[config.mk]
export PLATFORM = sky130hd
export DESIGN_NAME = rcc_ctrl
export DESIGN_NICKNAME = d
export VERILOG_FILES = /design/src/rcc_pkg.sv /design/src/rcc_ctrl.sv /design/src/rcc_prescaler.sv
export SDC_FILE = /design/constraint.sdc
export NUM_CORES = 1
export LEC_CHECK = 0
export BUFFER_PORTS_ARGS = -buffer_cell sky130_fd_sc_hd__buf_2
export CAP_MARGIN = 20
export CORE_MARGIN = 1
export CORE_UTILIZATION = 45
export DETAILED_ROUTE_END_ITERATION = 8
export PLACE_DENSITY = 0.67
export SLEW_MARGIN = 20
export SYNTH_ARGS = -nofsm -noshare
export SYNTH_HDL_FRONTEND = slang
export SYNTH_SLANG_ARGS = --single-unit
[constraint.sdc]
create_clock -name clk_i -period 7.25 [get_ports clk_i]
set_clock_uncertainty 0.15 [all_clocks]
set_input_delay 1.0875 -clock clk_i [delete_from_list [all_inputs] [get_ports clk_i]]
set_output_delay 1.0875 -clock clk_i [all_outputs]
set_load 0.05 [all_outputs]
[src/rcc_pkg.sv]
/*
  Constants shared by the clock/calendar control block and its prescaler:
  register offsets, field positions, unlock keys, timing and key states.
  Assumes a 200 MHz system clock and a 32-bit Wishbone register bus.
*/
`default_nettype none

package rcc_pkg;

  // Timing
  localparam int CLK_HZ       = 200_000_000;
  localparam int RTC_HZ       = 32768;
  localparam int RTC_DIV_DEF  = CLK_HZ / RTC_HZ;
  localparam int SEC_PER_MIN  = 60;
  localparam int SYNC_WIN     = 32;

  // Register byte offsets
  localparam int         ADR_W    = 4;
  localparam logic [3:0] OFS_CTRL = 4'h0;
  localparam logic [3:0] OFS_KEY  = 4'h4;
  localparam logic [3:0] OFS_TIME = 4'h8;

  // Control register fields
  localparam int CAL_W   = 10;
  localparam int CAL_LSB = 16;
  localparam int ON_BIT  = 15;
  localparam int STOP_IDLE_BIT = 13;
  localparam int SSEL_BIT = 7;
  localparam int CLKON_BIT = 6;
  localparam int WREN_BIT = 3;
  localparam int SYNC_BIT = 2;
  localparam int HALF_BIT = 1;
  localparam int OE_BIT   = 0;

  // Time register seconds field
  localparam int SEC_LSB = 8;
  localparam int SEC_W   = 7;

  // Unlock sequence keys, arbitrary values
  localparam logic [31:0] UNLOCK_KEY1 = 32'h0000C35A;
  localparam logic [31:0] UNLOCK_KEY2 = 32'h00005AC3;

  // Reset values
  localparam logic [CAL_W-1:0] CAL_RST = 10'h000;

  typedef enum logic [2:0] {
    RCC_KEY_IDLE = 3'b001,
    RCC_KEY_HALF = 3'b010,
    RCC_KEY_OPEN = 3'b100
  } rcc_key_t;

endpackage

`default_nettype wire

[src/rcc_ctrl.sv]
/*
  Clock/calendar control register block: Wishbone slave with the control
  register, unlock key port and seconds field, the clock-source divider,
  the trimmed prescaler and the seconds/alarm output pin.
  Assumes rst_i is the power-on reset and sw_rst_i any other reset source;
  alarm_pulse_i comes from alarm logic outside this block.
*/
`default_nettype none

module rcc_ctrl
  import rcc_pkg::*;
#(
  parameter int RTC_DIV       = RTC_DIV_DEF,
  parameter int TICKS_PER_SEC = RTC_HZ
) (
  // Clock and resets
  input  wire logic             clk_i,
  input  wire logic             rst_i,
  input  wire logic             sw_rst_i,
  // Wishbone slave
  input  wire logic             wb_cyc_i,
  input  wire logic             wb_stb_i,
  input  wire logic             wb_we_i,
  input  wire logic [ADR_W-1:0] wb_adr_i,
  input  wire logic [3:0]       wb_sel_i,
  input  wire logic [31:0]      wb_dat_i,
  output logic      [31:0]      wb_dat_o,
  output logic                  wb_ack_o,
  // Power state
  input  wire logic             idle_i,
  output logic                  peripheral_bus_clock_en_o,
  // Alarm source and output pin
  input  wire logic             alarm_pulse_i,
  output logic                  pin_o,
  output logic                  pin_oe_n_o,
  // Unit status
  output logic                  unit_on_o,
  output logic                  clock_running_flag_o
);

  localparam int DW = $clog2(RTC_DIV);

  if (RTC_DIV < 2) begin : g_chk_div
    $error("RTC_DIV must be at least 2");
  end

  // Control register fields
  logic [CAL_W-1:0] cal;
  logic             unit_on;
  logic             stop_when_idle;
  logic             pin_source_select;
  logic             write_unlock;
  logic             pin_output_enable;

  // Bus decode
  logic             req;
  logic             wr;
  logic             rd;
  logic             hit_ctrl;
  logic             hit_key;
  logic             hit_time;
  logic [31:0]      ctrl_rd;
  logic [31:0]      time_rd;
  logic [31:0]      next_dat;

  // Unlock sequencing
  rcc_key_t         key_state;
  rcc_key_t         next_key_state;

  // Time base
  logic [DW-1:0]    div_cnt;
  logic             tick;
  logic             run;
  logic             idle_stop;
  logic             sec_load;
  logic [5:0]       sec;
  logic             half_second_flag;
  logic             rollover_sync_flag;
  logic             clock_running_flag;
  logic             soft_rst;

  // Merge a byte-lane write into a 32-bit value
  function automatic logic [31:0] lane_merge(input logic [31:0] old,
                                             input logic [31:0] data,
                                             input logic [3:0]  sel);
    logic [31:0] res;
    res = old;
    for (int i = 0; i < 4; i++) begin
      if (sel[i]) begin
        res[i*8 +: 8] = data[i*8 +: 8];
      end
    end
    lane_merge = res;
  endfunction

  // Word-aligned decode of the byte address
  function automatic logic adr_is(input logic [ADR_W-1:0] adr,
                                  input logic [3:0]       ofs);
    adr_is = (adr[ADR_W-1:2] == ofs[ADR_W-1:2]);
  endfunction

  assign soft_rst = rst_i | sw_rst_i;

  assign req      = wb_cyc_i & wb_stb_i & ~wb_ack_o;
  // Writes land at the edge that sees ack, where the master commits
  assign wr       = wb_cyc_i & wb_stb_i & wb_we_i & wb_ack_o;
  assign rd       = req & ~wb_we_i;
  assign hit_ctrl = adr_is(wb_adr_i, OFS_CTRL);
  assign hit_key  = adr_is(wb_adr_i, OFS_KEY);
  assign hit_time = adr_is(wb_adr_i, OFS_TIME);

  // Ack one cycle after the strobe, dropped the cycle after
  always_ff @(posedge clk_i) begin
    if (soft_rst) begin
      wb_ack_o <= 1'b0;
    end else begin
      wb_ack_o <= req;
    end
  end

  // Control register image on read
  always_comb begin
    ctrl_rd                          = 32'h00000000;
    ctrl_rd[CAL_LSB +: CAL_W]        = cal;
    ctrl_rd[ON_BIT]                  = unit_on;
    ctrl_rd[STOP_IDLE_BIT]           = stop_when_idle;
    ctrl_rd[SSEL_BIT]                = pin_source_select;
    ctrl_rd[CLKON_BIT]               = clock_running_flag;
    ctrl_rd[WREN_BIT]                = write_unlock;
    ctrl_rd[SYNC_BIT]                = rollover_sync_flag;
    ctrl_rd[HALF_BIT]                = half_second_flag;
    ctrl_rd[OE_BIT]                  = pin_output_enable;
  end

  always_comb begin
    time_rd                        = 32'h00000000;
    time_rd[SEC_LSB +: SEC_W]      = {1'b0, sec};
  end

  // Unmapped and key addresses read as zero
  always_comb begin
    next_dat = 32'h00000000;
    if (hit_ctrl) begin
      next_dat = ctrl_rd;
    end else if (hit_time) begin
      next_dat = time_rd;
    end
  end

  always_ff @(posedge clk_i) begin
    if (soft_rst) begin
      wb_dat_o <= 32'h00000000;
    end else if (rd) begin
      wb_dat_o <= next_dat;
    end
  end

  // Two consecutive key writes open one control write
  always_comb begin
    next_key_state = key_state;
    if (wr) begin
      unique case (key_state)
        RCC_KEY_IDLE: begin
          if (hit_key && wb_dat_i == UNLOCK_KEY1 && wb_sel_i == 4'hF) begin
            next_key_state = RCC_KEY_HALF;
          end
        end
        RCC_KEY_HALF: begin
          if (hit_key && wb_dat_i == UNLOCK_KEY2 && wb_sel_i == 4'hF) begin
            next_key_state = RCC_KEY_OPEN;
          end else begin
            next_key_state = RCC_KEY_IDLE;
          end
        end
        RCC_KEY_OPEN: begin
          next_key_state = RCC_KEY_IDLE;
        end
        default: begin
          next_key_state = RCC_KEY_IDLE;
        end
      endcase
    end
  end

  always_ff @(posedge clk_i) begin
    if (soft_rst) begin
      key_state <= RCC_KEY_IDLE;
    end else begin
      key_state <= next_key_state;
    end
  end

  // Control register; only power-on reset clears it
  always_ff @(posedge clk_i) begin
    if (rst_i) begin
      cal               <= CAL_RST;
      unit_on           <= 1'b0;
      stop_when_idle    <= 1'b0;
      pin_source_select <= 1'b0;
      write_unlock      <= 1'b0;
      pin_output_enable <= 1'b0;
    end else if (wr && hit_ctrl) begin
      cal <= CAL_W'(lane_merge(32'(cal) << CAL_LSB, wb_dat_i,
                               wb_sel_i) >> CAL_LSB);
      if (wb_sel_i[ON_BIT/8]) begin
        if (write_unlock) begin
          unit_on <= wb_dat_i[ON_BIT];
        end
        stop_when_idle <= wb_dat_i[STOP_IDLE_BIT];
      end
      if (wb_sel_i[0]) begin
        pin_source_select <= wb_dat_i[SSEL_BIT];
        pin_output_enable <= wb_dat_i[OE_BIT];
        if (!wb_dat_i[WREN_BIT]) begin
          write_unlock <= 1'b0;
        end else if (key_state == RCC_KEY_OPEN) begin
          write_unlock <= 1'b1;
        end
      end
    end
  end

  assign idle_stop = stop_when_idle & idle_i;
  assign run       = unit_on & ~idle_stop;

  // Clock-source tick divider, frozen while not running
  always_ff @(posedge clk_i) begin
    if (soft_rst) begin
      div_cnt <= '0;
      tick    <= 1'b0;
    end else if (!run) begin
      tick    <= 1'b0;
    end else if (div_cnt == DW'(RTC_DIV - 1)) begin
      div_cnt <= '0;
      tick    <= 1'b1;
    end else begin
      div_cnt <= div_cnt + DW'(1);
      tick    <= 1'b0;
    end
  end

  assign sec_load = wr & hit_time & wb_sel_i[SEC_LSB/8];

  rcc_prescaler #(
    .TICKS_PER_SEC (TICKS_PER_SEC)
  ) u_prescaler (
    .clk_i      (clk_i),
    .rst_i      (soft_rst),
    .tick_i     (tick & run),
    .trim_i     (cal),
    .load_i     (sec_load),
    .load_sec_i (wb_dat_i[SEC_LSB +: 6]),
    .sec_o      (sec),
    .half_o     (half_second_flag),
    .sync_o     (rollover_sync_flag)
  );

  // Status and power outputs from flops
  always_ff @(posedge clk_i) begin
    if (rst_i) begin
      clock_running_flag        <= 1'b0;
      peripheral_bus_clock_en_o <= 1'b1;
    end else begin
      clock_running_flag        <= run;
      peripheral_bus_clock_en_o <= ~idle_stop;
    end
  end

  // Seconds clock is the half-second phase: high in the second half
  always_ff @(posedge clk_i) begin
    if (rst_i) begin
      pin_o      <= 1'b0;
      pin_oe_n_o <= 1'b1;
    end else begin
      pin_o      <= pin_source_select ? half_second_flag : alarm_pulse_i;
      pin_oe_n_o <= ~pin_output_enable;
    end
  end

  assign unit_on_o            = unit_on;
  assign clock_running_flag_o = clock_running_flag;

endmodule

`default_nettype wire

[src/rcc_prescaler.sv]
/*
  Seconds prescaler with once-per-minute drift trim.
  Assumes tick_i is a one-cycle enable at the clock-source rate, already
  gated by the run condition.
*/
`default_nettype none

module rcc_prescaler
  import rcc_pkg::*;
#(
  parameter int TICKS_PER_SEC = RTC_HZ
) (
  // Clock and reset
  input  wire logic             clk_i,
  input  wire logic             rst_i,
  // Control
  input  wire logic             tick_i,
  input  wire logic [CAL_W-1:0] trim_i,
  input  wire logic             load_i,
  input  wire logic [5:0]       load_sec_i,
  // Status
  output logic      [5:0]       sec_o,
  output logic                  half_o,
  output logic                  sync_o
);

  localparam int CW   = $clog2(TICKS_PER_SEC + 513);
  localparam int HALF = TICKS_PER_SEC / 2;

  if (TICKS_PER_SEC < 1024) begin : g_chk
    $error("TICKS_PER_SEC must be at least 1024");
  end

  logic [CW-1:0] count;
  logic [5:0]    sec;
  logic [CW-1:0] last;

  // Last count of the given second; only the final second is trimmed
  function automatic logic [CW-1:0] sec_last(input logic [5:0] s,
                                             input logic [CAL_W-1:0] t);
    logic [CW+1:0] len;
    len = (CW+2)'(TICKS_PER_SEC);
    if (s == 6'(SEC_PER_MIN - 1)) begin
      len = len + {{(CW+2-CAL_W){t[CAL_W-1]}}, t};
    end
    sec_last = CW'(len - (CW+2)'(1));
  endfunction

  assign last = sec_last(sec, trim_i);

  always_ff @(posedge clk_i) begin
    if (rst_i) begin
      count <= '0;
      sec   <= '0;
    end else if (load_i) begin
      count <= '0;
      sec   <= (load_sec_i < 6'(SEC_PER_MIN)) ? load_sec_i : 6'h00;
    end else if (tick_i) begin
      if (count >= last) begin
        count <= '0;
        sec   <= (sec == 6'(SEC_PER_MIN - 1)) ? 6'h00 : sec + 6'h01;
      end else begin
        count <= count + CW'(1);
      end
    end
  end

  assign sec_o  = sec;
  assign half_o = (count >= CW'(HALF));
  assign sync_o = ((last - count) < CW'(SYNC_WIN));

endmodule

`default_nettype wire
* After elaboration in Yosys (flattened, before gate mapping) *
Index checks and enable logic that the tools add are counted.

storage, ports and cells
  memory bits (read-only) = 0
  bits in registers = 91
  latch bits = 0
  logic and storage cells = 91
  input bits = 48
  memories kept = 0
  memory bits (writable) = 0

operators by class
  shift-type cells = 0
  mux-type cells = 17
  $mul = 0
  add/subtract/negate cells = 6
  bitwise gates (word level) = 16
  magnitude comparators = 4
  reductions and logical operators = 18
  divide/modulo/power cells = 0
  equality and inequality tests = 12

operators with widths
  operator                  number
  $eq A32 B15 Y1 const B    1
  $eq A32 B16 Y1 const B    1
  $mux W16                  2
  $mux W6                   5
  $mux W26                  1
  $add A16 B1 Y16 const B   1
  $add A16 B10 Y16 const A  1
  $ge A16 B15 Y1 const B    1
  $ge A16 B16 Y1            1
  $lt A16 B6 Y1 const B     1
  $sub A16 B1 Y16 const B   1
  $sub A16 B16 Y16          1
  $mux W14                  1
  $add A13 B1 Y13 const B   1
  $eq A13 B13 Y1 const B    1
  $mux W13                  1
  $reduce_and A2 Y1         6
  $and A1 B1 Y1             10
  $add A6 B1 Y6 const B     1
  $eq A6 B6 Y1 const B      1
  $lt A6 B6 Y1 const B      1
  $mux W3                   2
  $pmux W3 S2               1
  $reduce_and A3 Y1         2
  15 further kinds          28

* Longest topological paths before layout *
Gate-level depths: netlist (run 1).

  depth in word-level cells = 7
  depth in mapped cells = 22
  mapped depth without buffers = 19

* Hierarchy *
From an unflattened synthesis (run 1), not the netlist that was laid out.

second synthesis, totals
  cells, all modules = 571
  area, all modules = 4638.2 um^2

modules (own cells, without submodules)
  module         area an instance (um^2)  times used  cells each  sequential area each (um^2)
  rcc_ctrl       2575.0                   1           297         1201.2
  rcc_prescaler  2063.2                   1           274         440.4

* Worst setup path before layout (run 1) *
OpenSTA, ideal clock, no wires.

  path type = flip-flop to flip-flop
  start = register u_prescaler.sec[0] (netlist: u_prescaler.sec_o[0])
  end = register wb_dat_o[2]
  clock period less this slack = 4072 ps
  path slack = 3178 ps
  stages on the path, launching flop included = 18
  arrival time = 3861 ps
  data required time = 7039 ps
  buffers on the path = 1
  setup time = 61 ps
  cell sequence = dfxtp_1 > ha_1 > nor2b_1 > nand2_1 > nor2_1 > clkbuf_1 > nand2_1 > ha_1 > o21ai_1 > xor2_1 > ha_1 > and4_1 > a21boi_4 > or4_4 > a221oi_2 > nand3_1 > a2111oi_2 > a32o_1

between the ends
  cells in the longest elaborated chain, start to end = 6

ends and longest elaborated chain
  item                      RTL line             source
  start: declaration        rcc_prescaler.sv:35  logic [5:0] sec;
  start signal: assignment  rcc_prescaler.sv:57  sec <= (load_sec_i < 6'(SEC_PER_MIN)) ? load_sec_i : 6'h00;
  start signal: assignment  rcc_prescaler.sv:61  sec <= (sec == 6'(SEC_PER_MIN - 1)) ? 6'h00 : sec + 6'h01;
  $eq A6 B6 Y1              rcc_prescaler.sv:43  if (s == 6'(SEC_PER_MIN - 1)) begin
  $mux W16                  rcc_prescaler.sv:43
  $sub A16 B1 Y16           rcc_prescaler.sv:46  sec_last = CW'(len - (CW+2)'(1));
  $sub A16 B16 Y16          rcc_prescaler.sv:70  assign sync_o = ((last - count) < CW'(SYNC_WIN));
  $lt A16 B6 Y1             rcc_prescaler.sv:70
  $mux W26                  rcc_ctrl.sv:143      if (hit_ctrl) begin
  end signal: assignment    rcc_ctrl.sv:154      wb_dat_o <= next_dat;
  end: declaration          rcc_ctrl.sv:27       output logic [31:0] wb_dat_o,

Every way passes these cells.
A chain may end at the register's enable or synchronous reset.

* Final worst setup path (run 1) *
  start = register u_prescaler.sec[0] (netlist: u_prescaler.sec_o[0])
  end = register u_prescaler.count[12]

between the ends
  cells in the longest elaborated chain, start to end = 5

ends and longest elaborated chain
  item                    RTL line             source
  $eq A6 B6 Y1            rcc_prescaler.sv:43
  $mux W16                rcc_prescaler.sv:43
  $sub A16 B1 Y16         rcc_prescaler.sv:46
  $ge A16 B16 Y1          rcc_prescaler.sv:59  if (count >= last) begin
  $mux W16                rcc_prescaler.sv:59
  end signal: assignment  rcc_prescaler.sv:63  count <= count + CW'(1);
  end: declaration        rcc_prescaler.sv:34  logic [CW-1:0] count;

Every way passes these cells.

==> impl_results.md, run 1 <==
- Gpl congestion: about 0.84
- Beginning of the worst hold path: pin_output_enable
- Core area: 9730 sq um
- Clk slew on worst S/H paths: ~0.080 ns
- Worst reg-to-reg setup slack: roughly 1.9 ns
- Worst Hold End: pin_oe_n_o
- Fin Hold WS: about 0.28 ns
- Max-slew headroom: 35.4%
- First-pass GRT wire length: around 18000 um
- Vias in the first global route: 3811
- # setup viols final: 0
- Die X: roughly 100 um
- Main flop type after synthesis: dfxtp_1
- Area share of the largest cell type after synthesis: roughly 36%
- Mapped cell area: 4510 sq um
- Worst Tran Pin Value: 0.966 ns
- Max-cap viol count: 0
- Internal: roughly 0.00067 W
- Mean Syn Cell Area: 8.05 sq um
- Sequential share of power: between 50% and 60%
- Gr ovfl total: 0
- Startpoint Class: flop
- Final wirelength: approximately 11000 um
- Unique masters post-synth: a little over 60
- H-tree levels: 3
- Final worst path period share: 74.5%
- Sequential Area: between 1500 and 2000 sq um
- Sw Share: between 20% and 30%
- IR drop worst, VDD: about 140 uV
- Maximum clock frequency: roughly 190 MHz
- Syn. warnings: 0
- Reg2Reg Depth: 18
- Most frequent cell after synthesis: dfxtp_1
- Antenna-violating nets left: 0
- Root buffer cell: clkbuf_8
- Worst Hold Class: flop to flop
- Full die area: roughly 10000 sq um
- Comb power frac: under 10%
- Async set or reset register ratio after synthesis: 0%
- Number of synthesized register bits: 82
- Synthesis-to-layout area growth: 14.5%
- Tmin final: 5.40 ns
- Fin nets: 693
- Num rows: 36
- Setup TNS: 0 ns
- Largest net degree at the start of global routing: 34
- Kind of critical path: flop to flop
- Antenna diodes: 0
- Max FO, Critical Path: 16
- Clk_lat worst skew: 0.34 ns
- Post-DP HPWL: 8670 um
- Area contributors post-synth: dfxtp_1, nor2_1, ha_1
- Final number of hold-violating endpoints: 0
- Fill cell count: around 970
- Slew Limit Fails: 0
- Post-synth EDFFs: 0
- CTS resizes: 0
- Status: finished, final reports clean
- TritonCTS Buffers: 9
- Clock group share of total power: between 40 and 50%
- Post-cts hold buffer count: 0
- Critical R2R Capture: u_prescaler.count[12]
- I/O Buffers: 74
- Req. time, crit path: between 7 and 8 ns
- WHS Path Cells: 1
- Pwr dens: between 150 and 200 nW/um^2
- Commonest cells in the netlist: dfxtp_1, nor2_1, nand2_1
- Multi-input logic area: between 2000 and 3000 sq um
- Via count: between 4000 and 5000
- Die height: 102 um
- Initial DRC count: 228
- I/O Pins: 86
- Initial antenna violation count: 0
- Initial DRT Pass Iterations: 5
- WP data arrival: between 5 and 6 ns
- Vias/cell: about 5.5
- CTS tree: yes
- Sink Count: 82
- CP Capture Type: flop
- Mapped Cells: 560
- Initial Utilization: approximately 46%
- Reg2reg start: u_prescaler.sec_o[0]
- P_sw: about 0.0002 W
- RSZ-0062 raised after global routing: false
- Global Route Usage Sum: between 20 and 25%
- Layout cells sized above 1: roughly 17%
- Post-CTS setup buffer count: 0
- Clock Path Buffers: 2
- DRC viols: 0
- Routed WL per cell: around 15 um
- Top cell type by total area after synthesis: dfxtp_1
- Leakage Power: between 1.5 and 2 nW
- Sequential fraction of the synthesis area: approximately 36%
-- layout by cell type (no fill, tap or decap), types with 7 or more instances in the layout --
cell type  count
nand3_1       39
xor2_1        15
nand2_1       59
ha_1          21
a21o_1        11
a211oi_1       7
nand4_1       12
a22oi_1       19
clkbuf_8      10
o21ai_1        8
xnor2_1       27
a21oi_1       37
dfxtp_1       82
inv_1         19
nor3_1        20
buf_2         74
or3_1          8
nor2_1        74
conb_1         9
-- worst max-delay path by stage --
stage / start / end / slack (ns) / cells past startpoint
2_1_floorplan: u_prescaler.sec_o[0] / wb_dat_o[2] / 3.18 / 17
3_3_place_gp: u_prescaler.sec_o[0] / u_prescaler.count[4] / 2.08 / 17
3_5_place_dp: u_prescaler.sec_o[0] / u_prescaler.count[2] / 1.95 / 18
4_1_cts: u_prescaler.sec_o[0] / u_prescaler.count[12] / 1.92 / 18
5_1_grt: u_prescaler.sec_o[0] / u_prescaler.count[15] / 1.32 / 18
6_report: u_prescaler.sec_o[0] / u_prescaler.count[12] / 1.85 / 18
-- worst max-delay path: stages, from the launching register on --
cell and delay (ns):
dfxtp_1 0.42, ha_1 0.23, nor2b_1 0.23, nand2_1 0.07, nor2_1 0.73, nand2_1 0.19
ha_1 0.31, o21ai_1 0.21, a21oi_1 0.15, a21o_1 0.24, ha_1 0.38, and4_1 0.25
nand2_1 0.08, nor3_1 0.17, a21o_1 0.11, a31oi_1 0.08, o21ai_1 0.63, or2_1 0.53
nor2_1 0.12
-- power by group through the flow --
stage	Sequential, W	Combinational (W)	Clock, W
6_report	0.000451	0.0000482	0.000371
5_1_grt	0.000451	0.0000518	0.000393
4_1_cts	0.000451	0.0000474	0.000376
3_5_place_dp	0.000461	0.0000472	0
3_3_place_gp	0.000461	0.0000468	0
2_1_floorplan	0.000463	0.0000278	0
-- per-stage QoR --
step	total power, W	util [%]	instances	instance area, sq um	worst slack (ns)
after floorplan	0.000491	-	568	4540	3.18
after global placement	0.000508	50.7	746	4930	2.08
after detailed placement	0.000508	50.7	746	4930	1.95
after CTS	0.000874	53.0	762	5150	1.92
after global routing	0.000896	53.0	762	5160	1.32
final	0.000870	53.0	762	5160	1.85
-- area by class of cell --
type,count,area share (%)
multi-input cells,434,51.8
flip-flops and latches,82,31.8
repair buffers,75,7.32
well taps,133,3.22
clock buffers,12,2.81
inverters,22,1.60
clock inverters,4,1.45
-- cells by family (layout without fill, tap and decap cells) --
group | Yosys count | count (layout) | share of synthesized area, %
AO/OA/AOI/OAI | 111 | 111 | 17.0
XOR/XNOR | 42 | 42 | 8.16
adder cells (fa/ha/maj) | 21 | 21 | 5.83
buffers and inverters | 52 | 113 | 5.19
flip-flops | 82 | 82 | 36.4
multiplexers | 2 | 2 | 0.444
other | 1 | 9 | 0.0832
AND/OR/NAND/NOR | 249 | 249 | 26.9
-- flip-flops by register name (all words and copies together), names as in the netlist --
name,count
wb_dat_o,23
div_cnt,13
pin_o,1
peripheral_bus_clock_en_o,1
tick,1
cal,10
u_prescaler.sec_o,6
u_prescaler.count,16
unit_on_o,1
pin_source_select,1
wb_ack_o,1
clock_running_flag_o,1
key_state,3
pin_oe_n_o,1
pin_output_enable,1
write_unlock,1
stop_when_idle,1
-- per-layer routing --
| metal | GRT usage (%) | vias up | routed length [um] |
|---|---|---|---|
| li1 | - | 2088 | - |
| met5 | 0 | - | 0 |
| met4 | 7.47 | 0 | 146 |
| met3 | 2.60 | 13 | 557 |
| met2 | 37.8 | 131 | 5490 |
| met1 | 30.6 | 1950 | 5260 |
(Power assumes the default switching activity.)
==> run 2: changes to the inputs <==
--- a/config.mk
+++ b/config.mk
@@ -5,12 +5,13 @@
 export SDC_FILE = /design/constraint.sdc
 export NUM_CORES = 1
 export LEC_CHECK = 0
+export ABC_AREA = 1
 export BUFFER_PORTS_ARGS = -buffer_cell sky130_fd_sc_hd__buf_2
 export CAP_MARGIN = 20
 export CORE_MARGIN = 1
 export CORE_UTILIZATION = 45
 export DETAILED_ROUTE_END_ITERATION = 8
-export PLACE_DENSITY = 0.67
+export PLACE_DENSITY = 0.66
 export SLEW_MARGIN = 20
 export SYNTH_ARGS = -nofsm -noshare
 export SYNTH_HDL_FRONTEND = slang
==> constraint.sdc (replaced) <==
create_clock -name clk_i -period 5 [get_ports clk_i]
set_clock_uncertainty 0.15 [all_clocks]
set_input_delay 0.75 -clock clk_i [delete_from_list [all_inputs] [get_ports clk_i]]
set_output_delay 0.75 -clock clk_i [all_outputs]
set_load 0.05 [all_outputs]
==> run 2 against run 1 <==
- clock power is 42% higher
- synthesized cell count is 32% higher
- die area is 10% higher
- cell area is 9.7% higher
- combinational power is 50% higher
- power is 44% higher
- non-clock buffer count stayed put
- sequential power is 45% higher
- critical path type unchanged
- largest power group unchanged
==> impl_results.md, run 2 <==
- Clock Path Buffers: 2
- Startpoint Class: flop
- Synth Area in Simple Gates: between 30% and 40%
- Most frequent cells in the layout: nand2_1, inv_1, nor2_1, dfxtp_1, buf_2
- Antenna-violating nets left: 0
- Fin nets: slightly below 900
- Gr ovfl total: 0
- Max-cap viol count: 0
- Compound-gate portion of the synthesized area: approximately 12%
- Mapped cell area: approximately 5000 sq um
- Initial DRC count: roughly 240
- Initial antenna violation count: 0
- CTS tree: yes
- TritonCTS Buffers: 9
- XOR/XNOR share of the synthesized area: 3.51%
- Die height: 107 um
- Leakage Power: about 2.4 nW
- Sequential Area: 1640 sq um
- Unique masters post-synth: 48
- Routed WL per cell: between 10 and 15 um
- Number of synthesized register bits: 82
- Pwr dens: around 220 nW/um^2
- Setup TNS: 0 ns
- Commonest cells in the netlist: nand2_1, inv_1, nor2_1
- Max FFs per register: 23
- Full die area: 11500 sq um
- Vias/cell: roughly 5.1
- PnR worst setup slack: roughly 1.0 ns
- Largest register by flop count: wb_dat_o
- I/O Buffers: 74
- Status: finished, final reports clean
- Max-slew headroom: 40.9%
- Top cell type by total area after synthesis: dfxtp_1
- DP Worst Slack: 1.02 ns
- Sequential fraction of the synthesis area: about a third
- Biggest regs: wb_dat_o (23), u_prescaler.count (16), div_cnt (13)
- WP data arrival: between 4 and 5 ns
- Fill cell count: roughly 1100
- Post-CTS setup buffer count: 0
- Area share of the largest cell type after synthesis: ~33%
- Post-synthesis mux area share: 0%
- Clk slew on worst S/H paths: approximately 0.080 ns
- IR drop worst, VDD: a little under 200 uV
- CP most frequent cell: nand2_1
- Commonest non-fill, non-tap cell in the layout: nand2_1
- Vias in the first global route: 4468
- Largest family of logic cells by synthesized area: simple AND/OR/NAND/NOR gates
- Most frequent cell after synthesis: nand2_1
- I/O Pins: 86
- Slew Limit Fails: 0
- Final number of hold-violating endpoints: 0
- Post-cts hold buffer count: 0
- Via count: roughly 5000
- Clk_lat worst skew: between 0.3 and 0.4 ns
- Slowest stage delay, CP: 0.41 ns
- Die X: approximately 110 um
- Tmin final: around 4 ns
- Adder-Cell Fraction of Synth Area: 5.27%
- CP Capture Type: flop
- # setup viols final: 0
- Kind of critical path: flop to flop
- CTS resizes: 0
- Synthesis-to-layout area growth: 13.6%
- Initial DRT Pass Iterations: 5
- Crit-path cells: ha_1, nand2_1, inv_1, nand4_2, nor2_1, inv_1, ha_1, nand3_1, nor3_2, o21ai_1, nand2_1, ha_1, nand2_1, inv_1, nand3_1, nor2_1, nand2_1, nand3_2, nand2_1, nand2_2, nand2_2, nor3b_2
- Mean Syn Cell Area: just under 7 sq um
- Core area: about 11000 sq um
- Multi-input logic area: between 2000 and 3000 sq um
- Final wirelength: around 12000 um
- Main flop type after synthesis: dfxtp_1
- Max FO, Critical Path: 15
- Fin Hold WS: 0.278 ns
- Largest net degree at the start of global routing: 27
- Area contributors post-synth: dfxtp_1, nand2_1, inv_1
- Sink Count: slightly above 80
- Req. time, crit path: 5.13 ns
- First-pass GRT wire length: 19900 um
- Num rows: 38
- Mapped Cells: between 700 and 800
- Gpl congestion: 0.872
- Maximum clock frequency: 251 MHz
- DRC viols: 0
- Final worst path period share: between 70% and 80%
- Global Route Usage Sum: between 20 and 25%
- Worst Hold Class: flop to flop
- Worst path slowest cell: dfxtp_1
- Post-DP HPWL: 9540 um
- Syn. warnings: 0
- Root buffer cell: clkbuf_8
- Worst Tran Pin Value: between 0.8 and 0.9 ns
- Post-synth EDFFs: 0
- RSZ-0062 raised after global routing: false
- H-tree levels: 3
- Layout cells sized above 1: between 10% and 20%
- Initial Utilization: roughly 46%
- Async set or reset register ratio after synthesis: 0%
- Antenna diodes: 0
==> run 2: cell count changes after synthesis, sizes merged, moves of 17 or more <==
cell   before  now
a21oi      38   55
inv        22  111
nand2      59  187
nor2       74   91
o21ai      12   36
xnor2      27    7
==> run 2: final timing paths <==
check | start | end | slack [ns] | cells past startpoint
max reg2reg | u_prescaler.sec_o[0] | u_prescaler.count[14] | 1.01 | 22
min reg2reg | pin_output_enable | pin_oe_n_o | 0.28 | 1
min | pin_output_enable | pin_oe_n_o | 0.28 | 1
max | u_prescaler.sec_o[0] | u_prescaler.count[14] | 1.01 | 22
==> run 2: cells by family after synthesis <==
family,after synthesis
flip-flops,82
AND/OR/NAND/NOR,374
other,1
adder cells (fa/ha/maj),21
buffers and inverters,131
AO/OA/AOI/OAI,110
XOR/XNOR,20
==> run 2: critical path, delay by kind of cell (launching register included) <==
kind / cells / cell delay (ns)
compound gates: 1 / 0.16
fa+ha+maj: 3 / 0.84
buf+inv: 3 / 0.22
flops: 1 / 0.41
simple gates: 15 / 2.15
==> run 2: cell type report <==
type,instances,share of cell area [%]
multi-input cells,534,49.9
flip-flops and latches,82,29.0
inverters,112,7.51
repair buffers,75,6.67
well taps,140,3.09
clock buffers,11,2.50
clock inverters,5,1.37
==> run 2: stage by stage <==
stage | util, % | std cells | instance area (sq um) | power, W
floorplan | - | 747 | 5010 | 0.000715
global route | 52.5 | 959 | 5660 | 0.00130
global placement | 50.4 | 943 | 5440 | 0.000740
finish | 52.5 | 959 | 5660 | 0.00125
CTS | 52.5 | 959 | 5660 | 0.00126
detailed placement | 50.4 | 943 | 5440 | 0.000741
==> run 2: power breakdown <==
group	total [W]	switching, W	internal [W]
Clock	0.000528	0.000235	0.000293
Sequential	0.000653	0.000000388	0.000653
Combinational	0.0000725	0.0000528	0.0000197
==> run 2: per-layer routing <==
layer | wire length (um) | GRT usage (%) | share of wire (%)
met1 | 5600 | 28.0 | 46
met4 | 168 | 7.05 | 1.4
met5 | 0 | 0 | 0
met3 | 521 | 3.39 | 4.3
met2 | 5770 | 37.1 | 48
==> run 3: changes to the inputs <==
==> constraint.sdc (replaced) <==
create_clock -name clk_i -period 3.7 [get_ports clk_i]
set_clock_uncertainty 0.15 [all_clocks]
set_input_delay 0.555 -clock clk_i [delete_from_list [all_inputs] [get_ports clk_i]]
set_output_delay 0.555 -clock clk_i [all_outputs]
set_load 0.05 [all_outputs]
==> run 3 against run 2 <==
- highest routed layer unchanged
- first-iteration DRC count grew 13%
- sequential share of layout area shrank 1.1 points
- largest cell class unchanged
- fmax grew 16%
- critical endpoint is now u_prescaler.count[10]
==> impl_results.md, run 3 (synthesis gave the netlist of run 2 again) <==
- I/O Pins: 86
- Sequential share of power: approximately half
- Dpl cell area: about 5500 sq um
- Worst Hold Class: flop to flop
- Worst reg-to-reg setup slack: approximately 0.26 ns
- Post-cts hold buffer count: 0
- Fin Hold WS: about 0.27 ns
- Gr ovfl total: 0
- Pwr dens: slightly below 300 nW/um^2
- Leakage Power: 2.48 nW
- Layout cells sized above 1: a little under a fifth
- I/O Buffers: 74
- Max FFs per register: 23
- First-pass GRT wire length: roughly 20000 um
- Die X: between 100 and 150 um
- Maximum clock frequency: 290 MHz
- Clock group share of total power: 43.1%
- Final wirelength: 12700 um
- Comb power frac: under 10%
- Initial antenna violation count: 0
- Largest register by flop count: wb_dat_o
- Slew Limit Fails: 0
- TritonCTS Buffers: 9
- # setup viols final: 0
- CP Capture Type: flop
- Die height: 107 um
- Initial DRC count: roughly 280
- Final instance area: 5880 sq um
- Max FO, Critical Path: 15
- Req. time, crit path: 3.84 ns
- Num rows: 38
- Setup TNS: 0 ns
- Root buffer cell: clkbuf_8
- Initial Utilization: approximately 46%
- Antenna diodes: 0
- Initial DRT Pass Iterations: 4
- Vias/cell: between 5 and 6
- Max-slew headroom: roughly 50%
- Biggest regs: wb_dat_o (23), u_prescaler.count (16), div_cnt (13)
- Clk slew on worst S/H paths: 0.09 ns
- Via count: just under 5000
- Clk_lat worst skew: approximately 0.37 ns
- Gpl congestion: approximately 0.9
- CP Launch Point: u_prescaler.sec_o[0]
- WP data arrival: 3.58 ns
- Final worst path period share: between 90% and 100%
- Most frequent cells in the layout: nand2_1, inv_1, dfxtp_1, nor2_1, buf_2
- Synthesis-to-layout area growth: 18.0%
- DP Worst Slack: slightly above 0.007 ns
- H-tree levels: 3
- RSZ-0062 raised after global routing: true
- CP most frequent cell: nand2_1
- Kind of critical path: flop to flop
- Fin util: a little over half
- Final number of hold-violating endpoints: 0
- Largest net degree at the start of global routing: 27
- IR drop worst, VDD: 249 uV
- Crit-path cells: ha_1, nand2_1, inv_2, nand4_4, nor2_4, inv_1, ha_1, nand3_2, nor3_4, xor2_1, ha_1, nand2_1, inv_1, nand2_1, nor2_2, nand2_1, nand3_2, nand2_1, nand2_2, nand2_4, nor3b_1
- Startpoint Class: flop
- Internal: 0.00131 W
- Global Route Usage Sum: between 20 and 25%
- Post-DP HPWL: about 9700 um
- Max-cap viol count: 0
- Reg2Reg Depth: 21
- DRC viols: 0
- Full die area: about 12000 sq um
- P_sw: between 0.0004 and 0.0005 W
- Routed WL per cell: 13.0 um
- Worst Tran Pin Value: about 0.74 ns
- CTS tree: yes
- Sw Share: about a quarter
- Slowest stage delay, CP: between 0.3 and 0.4 ns
- Vias in the first global route: approximately 4500
- Clock Path Buffers: 2
- Tmin final: roughly 3.4 ns
- Commonest non-fill, non-tap cell in the layout: nand2_1
- Status: finished, final reports clean
- Core area: roughly 11000 sq um
- Reg2reg start: u_prescaler.sec_o[0]
- End point of the critical path: u_prescaler.count[10]
- PnR worst setup slack: 0.258 ns
- Worst path slowest cell: ha_1
- Sink Count: 82
- Antenna-violating nets left: 0
- Critical R2R Capture: u_prescaler.count[10]
- Fin nets: ~900
==> run 3: cell types whose count changed in the layout (fill, tap and decap cells not counted), moves of 3 or more <==
cell | previous run | this run
nand3_1 | 34 | 31
nor2_4 | 2 | 8
buf_4 | 1 | 12
nand3_2 | 1 | 4
inv_1 | 106 | 103
nor2_1 | 85 | 78
inv_2 | 4 | 7
==> run 3: what timing repair did <==
action | CTS | global route
gates resized for setup | 1 | 27
setup endpoints to repair | 5 | 23
gates cloned | 0 | 1
setup buffers | 0 | 3
pin swaps | 0 | 2
==> run 3: area by class of cell <==
class	count	area, sq um
flip-flops and latches	82	1640
clock inverters	6	90.1
inverters	112	425
well taps	140	175
fillers	1063	4910
clock buffers	10	138
repair buffers	86	460
multi-input cells	535	2950
==> run 3: metal layers <==
metal / share of wire (%) / track usage (%) / up-vias
li1: - / - / 2553
met1: 48 / 28.7 / 2261
met2: 47 / 37.1 / 107
met3: 3.9 / 3.45 / 18
met4: 1.7 / 8.12 / 0
met5: 0 / 0 / -
==> run 3: power groups by stage <==
stage                     sequential, W  combinational (W)  clock, W
final                          0.000883           0.000101  0.000745
after CTS                      0.000883          0.0000992  0.000751
after detailed placement       0.000904          0.0000987         0
after global placement         0.000904          0.0000970         0
after global routing           0.000883           0.000108  0.000789
after floorplan                0.000907          0.0000592         0
==> run 3: worst min path at each step <==
stage | start | endpoint | cells past startpoint
6_report | pin_output_enable | pin_oe_n_o | 1
3_5_place_dp | pin_output_enable | pin_oe_n_o | 1
5_1_grt | idle_i | peripheral_bus_clock_en_o | 2
2_1_floorplan | pin_output_enable | pin_oe_n_o | 1
4_1_cts | idle_i | peripheral_bus_clock_en_o | 2
3_3_place_gp | pin_output_enable | pin_oe_n_o | 1
==> run 3: critical path, delay by kind of cell, from the launching register on <==
kind	cells	cell delay [ns]
buf+inv	3	0.25
xor+xnor	1	0.15
fa+ha+maj	3	0.79
flops	1	0.34
simple gates	14	1.67
==> run 3: per-stage QoR <==
stage	cells	power, W
after global routing	971	0.00178
after global placement	951	0.00100
after CTS	967	0.00173
after detailed placement	951	0.00100
after floorplan	747	0.000966
final	971	0.00173
